===== src/design/jpo_defs.svh =====
// register offsets, field positions and reset values of the jog pulse block
`ifndef JPO_DEFS_SVH
`define JPO_DEFS_SVH
`define JPO_ADR_CTRL      8'h00
`define JPO_ADR_STATE     8'h04
`define JPO_ADR_IRQ_STAT  8'h08
`define JPO_ADR_IRQ_MASK  8'h0c
`define JPO_ADR_POS_LO    8'h10
`define JPO_ADR_POS_HI    8'h14
`define JPO_ADR_HALF      8'h18
`define JPO_CTRL_MODE     0
`define JPO_CTRL_CLR_ABN  1
`define JPO_CTRL_W        2
`define JPO_ST_ABN        0
`define JPO_ST_BUSY       1
`define JPO_ST_DIR        2
`define JPO_EV_LIMIT      0
`define JPO_EV_RELEASE    1
`define JPO_EV_W          2
`define JPO_HALF_W        16
`define JPO_HALF_RST      16'h0004
`define JPO_HALF_ONE      16'h0001
`define JPO_POS_W         32
`define JPO_WORD_W        16
`define JPO_POS_RST       32'h0000_0000
`define JPO_POS_STEP      32'h0000_0001
`define JPO_DAT_W         32
`define JPO_ADR_W         8
`define JPO_SEL_W         4
`endif


===== src/design/jpo_pkg.sv =====
// types shared by the jog pulse block
`default_nettype none
package jpo_pkg;
  // one classic wishbone request as driven by the master
  typedef struct packed {
    logic        cyc;
    logic        stb;
    logic        we;
    logic [3:0]  sel;
    logic [7:0]  adr;
    logic [31:0] dat;
  } jpo_wb_req_t;

  typedef enum logic [1:0] {
    JPO_IDLE,
    JPO_FWD,
    JPO_REV
  } jpo_state_t;
endpackage : jpo_pkg
`default_nettype wire


===== src/design/jpo_pulse_gen.sv =====
// square pulse train generator with one step strobe per rising edge
`include "jpo_defs.svh"
`default_nettype none
module jpo_pulse_gen (
  input  wire logic                   core_clk_in,
  input  wire logic                   rst_in,
  input  wire logic                   en_in,
  input  wire logic [`JPO_HALF_W-1:0] half_in,
  output var  logic                   level_out,
  output var  logic                   step_out
);
  logic [`JPO_HALF_W-1:0] cnt_r;
  logic [`JPO_HALF_W-1:0] reload;

  // a zero half period would underflow, so it runs as one cycle
  assign reload = (half_in == '0) ? '0 : half_in - `JPO_HALF_ONE;

  // level drops at once when disabled so no partial pulse lingers
  always_ff @(posedge core_clk_in) begin
    if (rst_in || !en_in) begin
      cnt_r     <= '0;
      level_out <= 1'b0;
    end else if (cnt_r == '0) begin
      cnt_r     <= reload;
      level_out <= ~level_out;
    end else begin
      cnt_r <= cnt_r - `JPO_HALF_ONE;
    end
  end

  // one strobe for each pulse emitted, never while disabled
  always_ff @(posedge core_clk_in) begin
    if (rst_in) begin
      step_out <= 1'b0;
    end else begin
      step_out <= en_in && (cnt_r == '0) && !level_out;
    end
  end
endmodule : jpo_pulse_gen
`default_nettype wire


===== src/design/jpo_top.sv =====
// jog mode pulse output controller with wishbone register slave
// What this block does
// - limit inputs are normally closed: low means the limit is hit
// - jog inputs are normally open: high only while the switch is held
// - forward runs only with forward jog high, both limits high, reverse low
// - pulse plus direction mode: pulse toggles, direction high in forward
// - separate mode forward: forward pulse toggles, reverse pulse stays low
// - each forward pulse adds one to the 32-bit position count
// - forward jog release stops pulses; direction stays high afterwards
// - position count holds once pulses have stopped
// - forward limit low during forward motion stops it like a release
// - a limit stop sets the readable abnormal end flag
// - position reads as two 16-bit words, lower word first
// - reverse counts down, direction low, separate mode toggles reverse pulse
//
// Our own choices: the address map and the Wishbone register port.
`include "jpo_defs.svh"
`default_nettype none
module jpo_top (
  input  wire logic                  core_clk_in,
  input  wire logic                  rst_in,
  input  wire jpo_pkg::jpo_wb_req_t  wb_req_in,
  output var  logic [`JPO_DAT_W-1:0] wb_dat_out,
  output var  logic                  wb_ack_out,
  input  wire logic                  fwd_limit_in,
  input  wire logic                  rev_limit_in,
  input  wire logic                  jog_fwd_in,
  input  wire logic                  jog_rev_in,
  output var  logic                  pulse_train_out,
  output var  logic                  direction_out,
  output var  logic                  adapter_pulse_out,
  output var  logic                  adapter_dir_out,
  output var  logic                  abnormal_end_flag_out,
  output var  logic                  irq_out
);
  jpo_pkg::jpo_state_t    state_r;
  jpo_pkg::jpo_state_t    state_nxt;
  logic [`JPO_CTRL_W-1:0] ctrl_r;
  logic [`JPO_EV_W-1:0]   irq_stat_r;
  logic [`JPO_EV_W-1:0]   irq_stat_nxt;
  logic [`JPO_EV_W-1:0]   irq_mask_r;
  logic [`JPO_EV_W-1:0]   events;
  logic [`JPO_HALF_W-1:0] half_r;
  logic [`JPO_POS_W-1:0]  pos_r;
  logic [`JPO_DAT_W-1:0]  rd_mux;
  logic [`JPO_DAT_W-1:0]  wmask;
  logic [`JPO_DAT_W-1:0]  wdat;
  logic                   dir_r;
  logic                   abn_r;
  logic                   abn_nxt;
  logic                   fwd_ok;
  logic                   rev_ok;
  logic                   limits_clear;
  logic                   limit_stop;
  logic                   release_stop;
  logic                   start;
  logic                   level;
  logic                   step;
  logic                   sep_mode;
  logic                   bus_req;
  logic                   bus_wr;
  logic                   bus_rd;
  logic                   clr_abn;

  // limits are closed contacts: a high level means free to move
  assign limits_clear = fwd_limit_in && rev_limit_in;
  // jog inputs are open contacts, so high means the switch is held
  assign fwd_ok = jog_fwd_in && limits_clear && !jog_rev_in;
  assign rev_ok = jog_rev_in && limits_clear && !jog_fwd_in;
  assign start  = (state_r == jpo_pkg::JPO_IDLE) && (fwd_ok || rev_ok);
  assign sep_mode = ctrl_r[`JPO_CTRL_MODE];

  // a stop with the jog still held is a limit stop only if a limit is open; the other jog with both limits closed makes it a release
  always_comb begin
    limit_stop   = 1'b0;
    release_stop = 1'b0;
    case (state_r)
      jpo_pkg::JPO_FWD: begin
        limit_stop   = !fwd_ok && jog_fwd_in && !limits_clear;
        release_stop = !fwd_ok && !limit_stop;
      end
      jpo_pkg::JPO_REV: begin
        limit_stop   = !rev_ok && jog_rev_in && !limits_clear;
        release_stop = !rev_ok && !limit_stop;
      end
      default: begin
        limit_stop   = 1'b0;
        release_stop = 1'b0;
      end
    endcase
  end

  // motion state: any loss of the run condition returns to idle
  always_comb begin
    state_nxt = state_r;
    case (state_r)
      jpo_pkg::JPO_IDLE: begin
        if (fwd_ok) begin
          state_nxt = jpo_pkg::JPO_FWD;
        end else if (rev_ok) begin
          state_nxt = jpo_pkg::JPO_REV;
        end
      end
      jpo_pkg::JPO_FWD: begin
        if (!fwd_ok) begin
          state_nxt = jpo_pkg::JPO_IDLE;
        end
      end
      jpo_pkg::JPO_REV: begin
        if (!rev_ok) begin
          state_nxt = jpo_pkg::JPO_IDLE;
        end
      end
      default: begin
        state_nxt = jpo_pkg::JPO_IDLE;
      end
    endcase
  end

  always_ff @(posedge core_clk_in) begin
    if (rst_in) begin
      state_r <= jpo_pkg::JPO_IDLE;
    end else begin
      state_r <= state_nxt;
    end
  end

  // direction latches on a start and is kept after the stop
  always_ff @(posedge core_clk_in) begin
    if (rst_in) begin
      dir_r <= 1'b0;
    end else if (start && fwd_ok) begin
      dir_r <= 1'b1;
    end else if (start) begin
      dir_r <= 1'b0;
    end
  end

  jpo_pulse_gen u_pulse (
    .core_clk_in (core_clk_in),
    .rst_in      (rst_in),
    .en_in       (state_r != jpo_pkg::JPO_IDLE),
    .half_in     (half_r),
    .level_out   (level),
    .step_out    (step)
  );

  // pin outputs are registered so the drive never glitches
  always_ff @(posedge core_clk_in) begin
    if (rst_in) begin
      pulse_train_out   <= 1'b0;
      direction_out     <= 1'b0;
      adapter_pulse_out <= 1'b0;
      adapter_dir_out   <= 1'b0;
    end else if (sep_mode) begin
      pulse_train_out   <= level && dir_r;
      direction_out     <= level && !dir_r;
      adapter_pulse_out <= level && dir_r;
      adapter_dir_out   <= level && !dir_r;
    end else begin
      pulse_train_out   <= level;
      direction_out     <= dir_r;
      adapter_pulse_out <= level;
      adapter_dir_out   <= dir_r;
    end
  end

  // count moves only on a step strobe, so it freezes with the pulses
  always_ff @(posedge core_clk_in) begin
    if (rst_in) begin
      pos_r <= `JPO_POS_RST;
    end else if (step && dir_r) begin
      pos_r <= pos_r + `JPO_POS_STEP;
    end else if (step) begin
      pos_r <= pos_r - `JPO_POS_STEP;
    end
  end

  // bus decode: one word per register, answered one cycle later
  assign bus_req = wb_req_in.cyc && wb_req_in.stb && !wb_ack_out;
  assign bus_wr  = bus_req && wb_req_in.we;
  assign bus_rd  = bus_req && !wb_req_in.we;

  // byte enables widen to a bit mask for partial writes
  for (genvar i = 0; i < `JPO_SEL_W; i++) begin : g_lane
    assign wmask[8*i +: 8] = {8{wb_req_in.sel[i]}};
  end
  assign wdat    = wb_req_in.dat & wmask;
  assign clr_abn = bus_wr && (wb_req_in.adr == `JPO_ADR_CTRL)
                   && wdat[`JPO_CTRL_CLR_ABN];

  always_comb begin
    rd_mux = '0;
    case (wb_req_in.adr)
      `JPO_ADR_CTRL:     rd_mux[`JPO_CTRL_MODE] = ctrl_r[`JPO_CTRL_MODE];
      `JPO_ADR_STATE: begin
        rd_mux[`JPO_ST_ABN]  = abn_r;
        rd_mux[`JPO_ST_BUSY] = (state_r != jpo_pkg::JPO_IDLE);
        rd_mux[`JPO_ST_DIR]  = dir_r;
      end
      `JPO_ADR_IRQ_STAT: rd_mux[`JPO_EV_W-1:0] = irq_stat_r;
      `JPO_ADR_IRQ_MASK: rd_mux[`JPO_EV_W-1:0] = irq_mask_r;
      `JPO_ADR_POS_LO:   rd_mux[`JPO_WORD_W-1:0] = pos_r[`JPO_WORD_W-1:0];
      `JPO_ADR_POS_HI:   rd_mux[`JPO_WORD_W-1:0] = pos_r[`JPO_POS_W-1:`JPO_WORD_W];
      `JPO_ADR_HALF:     rd_mux[`JPO_HALF_W-1:0] = half_r;
      default:           rd_mux = '0;
    endcase
  end

  // ack for every address, unmapped ones read zero and ignore writes
  always_ff @(posedge core_clk_in) begin
    if (rst_in) begin
      wb_ack_out <= 1'b0;
      wb_dat_out <= '0;
    end else begin
      wb_ack_out <= bus_req;
      wb_dat_out <= bus_rd ? rd_mux : '0;
    end
  end

  // writable registers; clear bit of ctrl is a strobe, never stored
  always_ff @(posedge core_clk_in) begin
    if (rst_in) begin
      ctrl_r     <= '0;
      irq_mask_r <= '0;
      half_r     <= `JPO_HALF_RST;
    end else if (bus_wr) begin
      if (wb_req_in.adr == `JPO_ADR_CTRL && wb_req_in.sel[0]) begin
        ctrl_r[`JPO_CTRL_MODE] <= wdat[`JPO_CTRL_MODE];
      end
      if (wb_req_in.adr == `JPO_ADR_IRQ_MASK && wb_req_in.sel[0]) begin
        irq_mask_r <= wdat[`JPO_EV_W-1:0];
      end
      if (wb_req_in.adr == `JPO_ADR_HALF) begin
        half_r <= (half_r & ~wmask[`JPO_HALF_W-1:0]) | wdat[`JPO_HALF_W-1:0];
      end
    end
  end

  // abnormal flag: a fresh limit stop beats a clear in the same cycle
  assign abn_nxt = limit_stop || (abn_r && !clr_abn && !start);

  always_ff @(posedge core_clk_in) begin
    if (rst_in) begin
      abn_r <= 1'b0;
    end else begin
      abn_r <= abn_nxt;
    end
  end
  assign abnormal_end_flag_out = abn_r;

  // sticky events, cleared by reading them; a new event still lands
  assign events[`JPO_EV_LIMIT]   = limit_stop;
  assign events[`JPO_EV_RELEASE] = release_stop;
  assign irq_stat_nxt = ((bus_rd && wb_req_in.adr == `JPO_ADR_IRQ_STAT) ? '0 : irq_stat_r)
                        | events;

  always_ff @(posedge core_clk_in) begin
    if (rst_in) begin
      irq_stat_r <= '0;
    end else begin
      irq_stat_r <= irq_stat_nxt;
    end
  end
  assign irq_out = |(irq_stat_r & irq_mask_r);
endmodule : jpo_top
`default_nettype wire


===== config.mk =====
export PLATFORM = sky130hd
export DESIGN_NAME = jpo_top
export DESIGN_NICKNAME = d
export VERILOG_FILES = /design/src/design/jpo_pkg.sv /design/src/design/jpo_pulse_gen.sv /design/src/design/jpo_top.sv
export VERILOG_INCLUDE_DIRS = /design/src /design/src/design
export SDC_FILE = /design/constraint.sdc
export NUM_CORES = 1
export LEC_CHECK = 0
export ABC_AREA = 1
export BUFFER_PORTS_ARGS = -buffer_cell sky130_fd_sc_hd__buf_2
export CELL_PAD_IN_SITES_DETAIL_PLACEMENT = 1
export CELL_PAD_IN_SITES_GLOBAL_PLACEMENT = 1
export CORE_MARGIN = 5
export CORE_UTILIZATION = 37
export CTS_CLUSTER_DIAMETER = 40
export DETAILED_ROUTE_END_ITERATION = 10
export PLACE_DENSITY = 0.81
export SYNTH_ARGS = -nofsm -noshare
export SYNTH_HDL_FRONTEND = slang
export SYNTH_SLANG_ARGS = --single-unit

===== constraint.sdc =====
create_clock -name core_clk_in -period 2.6 [get_ports core_clk_in]
set_input_delay 0.26 -clock core_clk_in [delete_from_list [all_inputs] [get_ports core_clk_in]]
set_output_delay 0.26 -clock core_clk_in [all_outputs]
set_load 0.01 [all_outputs]

# == After elaboration in Yosys (flattened, before gate mapping) ==
# Cells that the tools add are included.
# totals
reg_bits,110
latchBits,0
ramBits,0
rom_bits,0
wordCells,118
mem_count,0
# op_classes
addsub,4
n_mul,0
n_div,0
n_lt_le_gt_ge,0
eq_ne,11
n_shift,0
mux,20
n_bitwise,8
n_reduce_logical,59
# op_table
cell,count
two-way mux 32 bit,2
case mux 13 bit (3 select lines),1
"adder 32 x 1 -> 32 bit, second input constant",1
AND 16 bit,2
zero test 16 bit,2
two-way mux 16 bit,2
"subtractor 16 x 1 -> 16 bit, second input constant",2
"subtractor 32 x 1 -> 32 bit, second input constant",1
logical AND 1 bit,29
"== test 8 x 5 -> 1 bit, second input constant",3
"== test 8 x 4 -> 1 bit, second input constant",2
inverter 16 bit,1
bitwise OR 16 bit,1
zero test 1 bit,14
two-way mux 2 bit,5
"== test 8 x 3 -> 1 bit, second input constant",1
zero test 8 bit,1
case mux 1 bit (7 select lines),1
case mux 1 bit (6 select lines),1
case mux 2 bit (3 select lines),1
AND reduction 2 bit,3
nonzero test 2 bit,3
two-way mux 1 bit,4
"!= test 2 bit, second input constant",2
12 further kinds,17

# == Longest topological paths before layout ==
# Gate-level depths: netlist of run 1.
# depth
depth_word,10
mapped_depth,17

# == Cells and area by module ==
# From an unflattened synthesis of run 1, not the netlist that was laid out.
# unflattened
cells_unflattened,1254
hier_area_um2,7355.8
# modules_own_cells
mod,n_inst,cells_each,area_per_inst_um2
jpo_top,1,978,5809.3
jpo_pulse_gen,1,276,1546.5

# == Worst setup path after synthesis of run 1 ==
# Ideal clock, no wire load.
# synth_path
kind,register to register
startpoint,reg u_pulse.step_out
endpoint,reg pos_r[23]
setup_time_ps,109
t_arrival_ps,2584
required_ps,2491
slack_ps,-93
stages_incl_launch_ff,15
period_less_slack_ps,2693
path_cell_list,dfxtp_1 -> clkbuf_1 -> nand2_1 -> ha_1 -> nand2_1 -> nor2_1 -> nand3_1 -> nand2_1 -> nand2_1 -> nand2_1 -> nand2_1 -> nand3_1 -> nand3_1 -> nand2_1 -> inv_1
# synth_between
elab_chain_cells,2
word_cells_on_any_way,3
cone_classes,1 x mux; 2 x reduce/logical
# synth_rtl
element,line_no,source
from (decl),jpo_pulse_gen.sv:10,output var logic step_out
from (signal assigned),jpo_pulse_gen.sv:36,step_out <= en_in && (cnt_r == '0) && !level_out;
logical AND 1 bit,jpo_top.sv:172,end else if (step && dir_r) begin
two-way mux 32 bit / nonzero test 2 bit (equally long branches),--,
to (signal assigned),jpo_top.sv:171,pos_r <= `JPO_POS_RST;
to (signal assigned),jpo_top.sv:173,pos_r <= pos_r + `JPO_POS_STEP;
to (signal assigned),jpo_top.sv:175,pos_r <= pos_r - `JPO_POS_STEP;
to (decl),jpo_top.sv:44,logic [`JPO_POS_W-1:0] pos_r;
# Parallel ways exist; a longest one is shown, timed or not.
# A chain may end at the register's enable or synchronous reset.

# == Final worst setup path of run 1 ==
# layout_path
startpoint,reg u_pulse.step_out
endpoint,reg pos_r[22]
# The elaborated chain is that of the path after synthesis.

==> results of run 1 <==
==> critical path, stage by stage, from the launching register on <==
cell	delay, ns
dfxtp_1	0.39
nand2_4	0.17
buf_4	0.22
ha_1	0.36
nand2_1	0.11
inv_1	0.09
nand2_1	0.09
nor3_1	0.15
nand2_1	0.10
nand2_1	0.18
nand2_1	0.10
nand3_1	0.08
nand3_1	0.10
nand2_1	0.08
inv_1	0.03
==> synthesized netlist by cell type (all sizes together) <==
library cell  number  area, µm²
nand2            348       1316
o221ai            10      87.58
ha                39      488.0
inv              243      912.1
conb               1      3.750
nor2             103      409.1
o22ai              8      50.05
nand4              9      56.30
nand3             70      350.3
dfxtp             94       1882
a211oi             1      7.510
fa                 1      20.02
o21ai             48      240.2
buf               23      165.1
xnor2              7      61.31
xor2              28      245.2
o211ai             1      7.510
a31oi              2      12.51
a21o               1      7.510
or2                2      12.52
a32o               1      10.01
nor4               2      12.51
nor3              13      87.58
clkbuf            16      60.06
nand3b             1      7.510
o21bai             4      30.03
a21oi             99      495.5
==> placed cells by master (no fill, tap or decap), types with 2 or more instances in the layout <==
cell        instances
nand2_1           343
inv_1             240
a21oi_1            99
nor2_1             98
dfxtp_1            94
nand3_1            70
buf_2              57
o21ai_0            48
ha_1               39
xor2_1             28
conb_1             16
nor3_1             11
buf_4              11
o221ai_1           10
nand4_1             9
clkbuf_16           9
o22ai_1             8
xnor2_1             7
nand2_2             4
o21bai_1            4
nor2_2              3
inv_2               3
clkinvlp_4          3
nor3_4              2
a31oi_1             2
nor2_4              2
nor4_1              2
==> cell type report <==
cell class	instances	area, µm²	area share [%]
Timing Repair Buffer	69	387.9	4.946
Multi-Input combinational cell	814	4083	52.06
Inverter	243	912.1	11.63
Tap cell	234	292.8	3.733
Clock buffer	11	242.7	3.095
Sequential cell	94	1882	23.99
Clock inverter	5	42.54	0.5424
==> routing by layer <==
metal | part of all wire (%) | up-vias | wire (µm)
li1 | - | 3727 | -
met1 | 45 | 3425 | 10260
met2 | 49 | 129 | 11100
met3 | 3.7 | 33 | 841
met4 | 2.0 | 0 | 463
met5 | 0 | - | 0
==> stage by stage <==
step                power [mW]  util (%)  instances
floorplan                2.505         -       1190
global placement         2.777     40.37       1454
detailed placement       2.830     40.37       1454
CTS                      4.153     41.90       1470
global route             4.391     41.93       1470
finish                   4.122     41.93       1470
==> cell families (layout without fill, tap and decap cells) <==
family                   count (synthesis)  in the layout  synth area share [%]
AND/OR/NAND/NOR                        548            548                 32.00
buffers and inverters                  282            328                 16.16
AO/OA/AOI/OAI                          175            175                 13.48
flip-flops                              94             94                 26.74
adder cells (fa/ha/maj)                 40             40                 7.218
XOR/XNOR                                35             35                 4.356
other                                    1             16               0.05328
==> power breakdown <==
| part | internal [mW] | switching [mW] | leakage, nW |
|---|---|---|---|
| Sequential | 1.47 | 0.0244 | 0.759 |
| Clock | 0.687 | 0.633 | 0.130 |
| Combinational | 0.423 | 0.884 | 3.37 |
| Total | 2.58 | 1.54 | 4.26 |
==> worst paths after layout <==
kind              depth (start not counted)               end  slack [ns]               from
setup / recovery                         14         pos_r[22]        0.26   u_pulse.step_out
hold / removal                            2        wb_ack_out        0.13             rst_in
setup reg to reg                         14         pos_r[22]        0.26   u_pulse.step_out
hold reg to reg                           1  u_pulse.step_out        0.48  u_pulse.cnt_r[15]
==> results_dict.tcl, run 1 <==
set metrics [dict create \
    drt-vias-per-instance 4.976 \
    relSlewSlack_pct 53.20 \
    cts-resized-gates 0 \
    period_minus_slack_ns 2.337 \
    num_rows 50 \
    dr.pass1.iters 4 \
    cp_data_arrival_time_ns 2.59 \
    grt_busiest_layer "met2" \
    avgRoutedWirePerCell_um 15.42 \
    path_class "flip-flop to flip-flop" \
    status "completed" \
    finalWorstSetupSlack_ns 0.2627 \
    yosysSeqAreaShare_pct 26.74 \
    diodes 0 \
    skew_ns 0.008821 \
    cts_sinks 94 \
    cts_inserted_buffers 9 \
    cap_viol_max_count 0 \
    drc 0 \
    htree_levels 3 \
    nets 1324 \
    max_freq_mhz 427.8 \
    hold_ws_ns 0.1291 \
    grt-ovfl-total 0 \
    dpl.hpwl_um 18250 \
    area_growth_pct 11.43 \
    gr-usage-met2_pct 37.42 \
    clk_path_buf_depth 2 \
    antenna_found_initial 0 \
    ys_warn_count 0 \
    fin_crit_sh_pct 89.90 \
    hold_viol 0 \
    p_per_area_nw_per_um2 525.6 \
    vias 7314 \
    rsz0062_at_grt "false" \
    drv_slew 0 \
    start_util_pct 37.63 \
    insertion_delay_ns 0.35 \
    die_h_um 147.9 \
    drt-total-wl_um 22670 \
    avgSynthCellArea_um2 5.990 \
    clkTransAtPathRegs_ns 0.07 \
    worst_setup_path_end_kind "flip-flop" \
    p_leak_nw 4.261 \
    final_area_um2 7843 \
    die_w_um 147.9 \
    required_ns 2.86 \
    io_pins 92 \
    finalSetupTns_ns 0 \
    gp_congestion 0.8545 \
    syn_area_um2 7038 \
    antenna_left 0 \
    syn_inst 1175 \
    core_um2 18710 \
    grt_usage_pct 20.93 \
    cp_max_fo 14 \
    place_area_um2 7552 \
    port_buffers 57 \
    dieArea_um2 21880 \
    irDropWorstVdd_uv 297.2 \
    ys_ff_latch 94 \
    drive_gt1_share_pct 8.091 \
    cts_tree "built" \
    grt_pass1_vias 7492 \
    grt_use_met3_pct 2.023 \
    grt_pass1_wl_um 37270 \
    cts-hold-fix-buffers 0 \
    worst_slew_pin_slew_ns 0.7003 \
    postCtsSetupBuffers 0 \
    gr-usage-met1_pct 26.77 \
    start_kind "flip-flop" \
    place_ws_ns 0.2042 \
    hold_path_class "input port to flip-flop" \
    grt_max_degree 47 \
    drt_iter0_drc 334 \
    ys_types 36 \
    cts-root-buf "clkbuf_16" \
    setup_violations 0 \
    fillers 2615 \
]
No activity file was read; power rests on OpenSTA's default activity.
==> inputs of run 2 (changes only) <==
==> constraint.sdc (replaced) <==
create_clock -name core_clk_in -period 2.6 [get_ports core_clk_in]
set_input_delay 0.52 -clock core_clk_in [delete_from_list [all_inputs] [get_ports core_clk_in]]
set_output_delay 0.52 -clock core_clk_in [all_outputs]
set_load 0.01 [all_outputs]
==> run 2 against run 1 <==
Hold slack gained 0.25 ns. Total power increased by 6.0%. Highest routed layer unchanged. Setup slack better by 0.020 ns. Critical endpoint is now pos_r[28]. Via count increased by 0.42%. Die area did not move. Clock power up 17%.
==> results_dict.tcl, run 2 (synthesis results as in run 1) <==
set metrics [dict create \
    grt_usage_pct 21.53 \
    irDropWorstVdd_uv 303.3 \
    worst_slew_pin_slew_ns 0.6211 \
    relSlewSlack_pct 58.47 \
    antenna_found_initial 0 \
    cts_tree "built" \
    insertion_delay_ns 0.35 \
    dieArea_um2 21880 \
    die_h_um 147.9 \
    final_common_cell "nand2_1" \
    setup_violations 0 \
    gp_congestion 0.8971 \
    hold_ws_ns 0.3751 \
    core_um2 18710 \
    avgRoutedWirePerCell_um 15.74 \
    finalWorstSetupSlack_ns 0.2829 \
    cts-root-buf "clkbuf_16" \
    max_freq_mhz 431.6 \
    cap_viol_max_count 0 \
    grt_max_degree 48 \
    hold_viol 0 \
    clk_path_buf_depth 2 \
    status "completed" \
    skew_ns 0.009474 \
    drt-vias-per-instance 4.976 \
    drive_gt1_share_pct 8.615 \
    antenna_left 0 \
    setup.worst_path.start "u_pulse.step_out" \
    port_buffers 57 \
    holdPathStages 2 \
    p_leak_nw 4.317 \
    worst_setup_path_end_kind "flip-flop" \
    grt-ovfl-total 0 \
    fillers 2597 \
    area_growth_pct 12.69 \
    grt_pass1_wl_um 38270 \
    dpl.hpwl_um 18600 \
    drt-total-wl_um 23230 \
    grt_pass1_vias 7626 \
    hold_path_class "input port to flip-flop" \
    cts-hold-fix-buffers 0 \
    num_rows 50 \
    multi_input_comb_area_um2 4083 \
    start_util_pct 37.63 \
    postCtsSetupBuffers 0 \
    r2r-end "pos_r[28]" \
    required_ns 2.86 \
    p_per_area_nw_per_um2 550.6 \
    register_area_um2 1882 \
    nets 1330 \
    rsz0062_at_grt "false" \
    htree_levels 3 \
    finalCoreUtilization_pct 42.40 \
    diodes 0 \
    finalSetupTns_ns 0 \
    drt_iter0_drc 248 \
    period_minus_slack_ns 2.317 \
    die_w_um 147.9 \
    cp_max_fo 16 \
    fin_crit_sh_pct 89.12 \
    place_ws_ns 0.1654 \
    cts-resized-gates 0 \
    cts_sinks 94 \
    cts_inserted_buffers 9 \
    path_class "flip-flop to flip-flop" \
    drv_slew 0 \
    io_pins 92 \
    dr.pass1.iters 4 \
    vias 7345 \
    regToRegSetupSlack_ns 0.28 \
    cp_data_arrival_time_ns 2.57 \
    r2r_start "u_pulse.step_out" \
    endpoint "pos_r[28]" \
    most-common-layout-cells "343 x nand2_1, 240 x inv_1, 99 x a21oi_1" \
    clkTransAtPathRegs_ns 0.07 \
    start_kind "flip-flop" \
    reg2regPathDepth 12 \
    drc 0 \
]
-- run 2: cell count changes in the layout (fill, tap and decap cells not counted) --
| cell | before | now |
|---|---|---|
| clkinvlp_4 | 3 | 0 |
| buf_12 | 1 | 0 |
| clkbuf_1 | 1 | 0 |
| bufinv_16 | 0 | 2 |
| clkinv_4 | 0 | 1 |
| buf_4 | 11 | 18 |
| clkbuf_8 | 1 | 2 |
-- run 2: area by class of cell --
cell class	instances	share of cell area (%)
multi-input cells	814	51.48
flip-flops and latches	94	23.73
inverters	243	11.50
repair buffers	75	5.301
well taps	234	3.691
clock buffers	11	3.187
clock inverters	5	1.120
-- run 2: how the worst min path moves through the flow --
stage	from	to	slack, ns
detailed placement	u_pulse.cnt_r[15]	u_pulse.step_out	0.46
CTS	rst_in	wb_ack_out	0.37
global route	rst_in	wb_ack_out	0.39
finish	rst_in	wb_ack_out	0.38
floorplan	u_pulse.cnt_r[15]	u_pulse.step_out	0.40
global placement	u_pulse.cnt_r[15]	u_pulse.step_out	0.46
-- run 2: metal layers --
| layer | up-vias | share of wire (%) | GRT usage (%) |
|---|---|---|---|
| li1 | 3734 | - | - |
| met2 | 120 | 50 | 38.77 |
| met3 | 23 | 3.0 | 1.962 |
| met5 | - | 0 | 0 |
| met4 | 0 | 1.9 | 6.189 |
| met1 | 3468 | 45 | 27.42 |
-- run 2: stage by stage --
| stage | instances | cell area, µm² | power [mW] |
|---|---|---|---|
| floorplan | 1190 | 7097 | 2.505 |
| global placement | 1460 | 7585 | 2.778 |
| detailed placement | 1460 | 7585 | 2.839 |
| CTS | 1476 | 7926 | 4.404 |
| global route | 1476 | 7931 | 4.656 |
| finish | 1476 | 7931 | 4.367 |
-- run 2: report_power, final --
group / internal [mW] / switching [mW]
logic: 0.424 / 0.893
clock network: 0.910 / 0.645
registers: 1.47 / 0.0260
-- run 2: worst max-delay path, stage by stage, from the launching register on --
cell and delay, ns:
dfxtp_1 0.39, nand2_4 0.17, buf_4 0.24, ha_1 0.40, nand2_1 0.13, nor2_1 0.22
nand2_1 0.13, nor2_1 0.11, nand2_1 0.09, nand3_1 0.12, nand3_1 0.09, nand2_1 0.09
inv_1 0.04
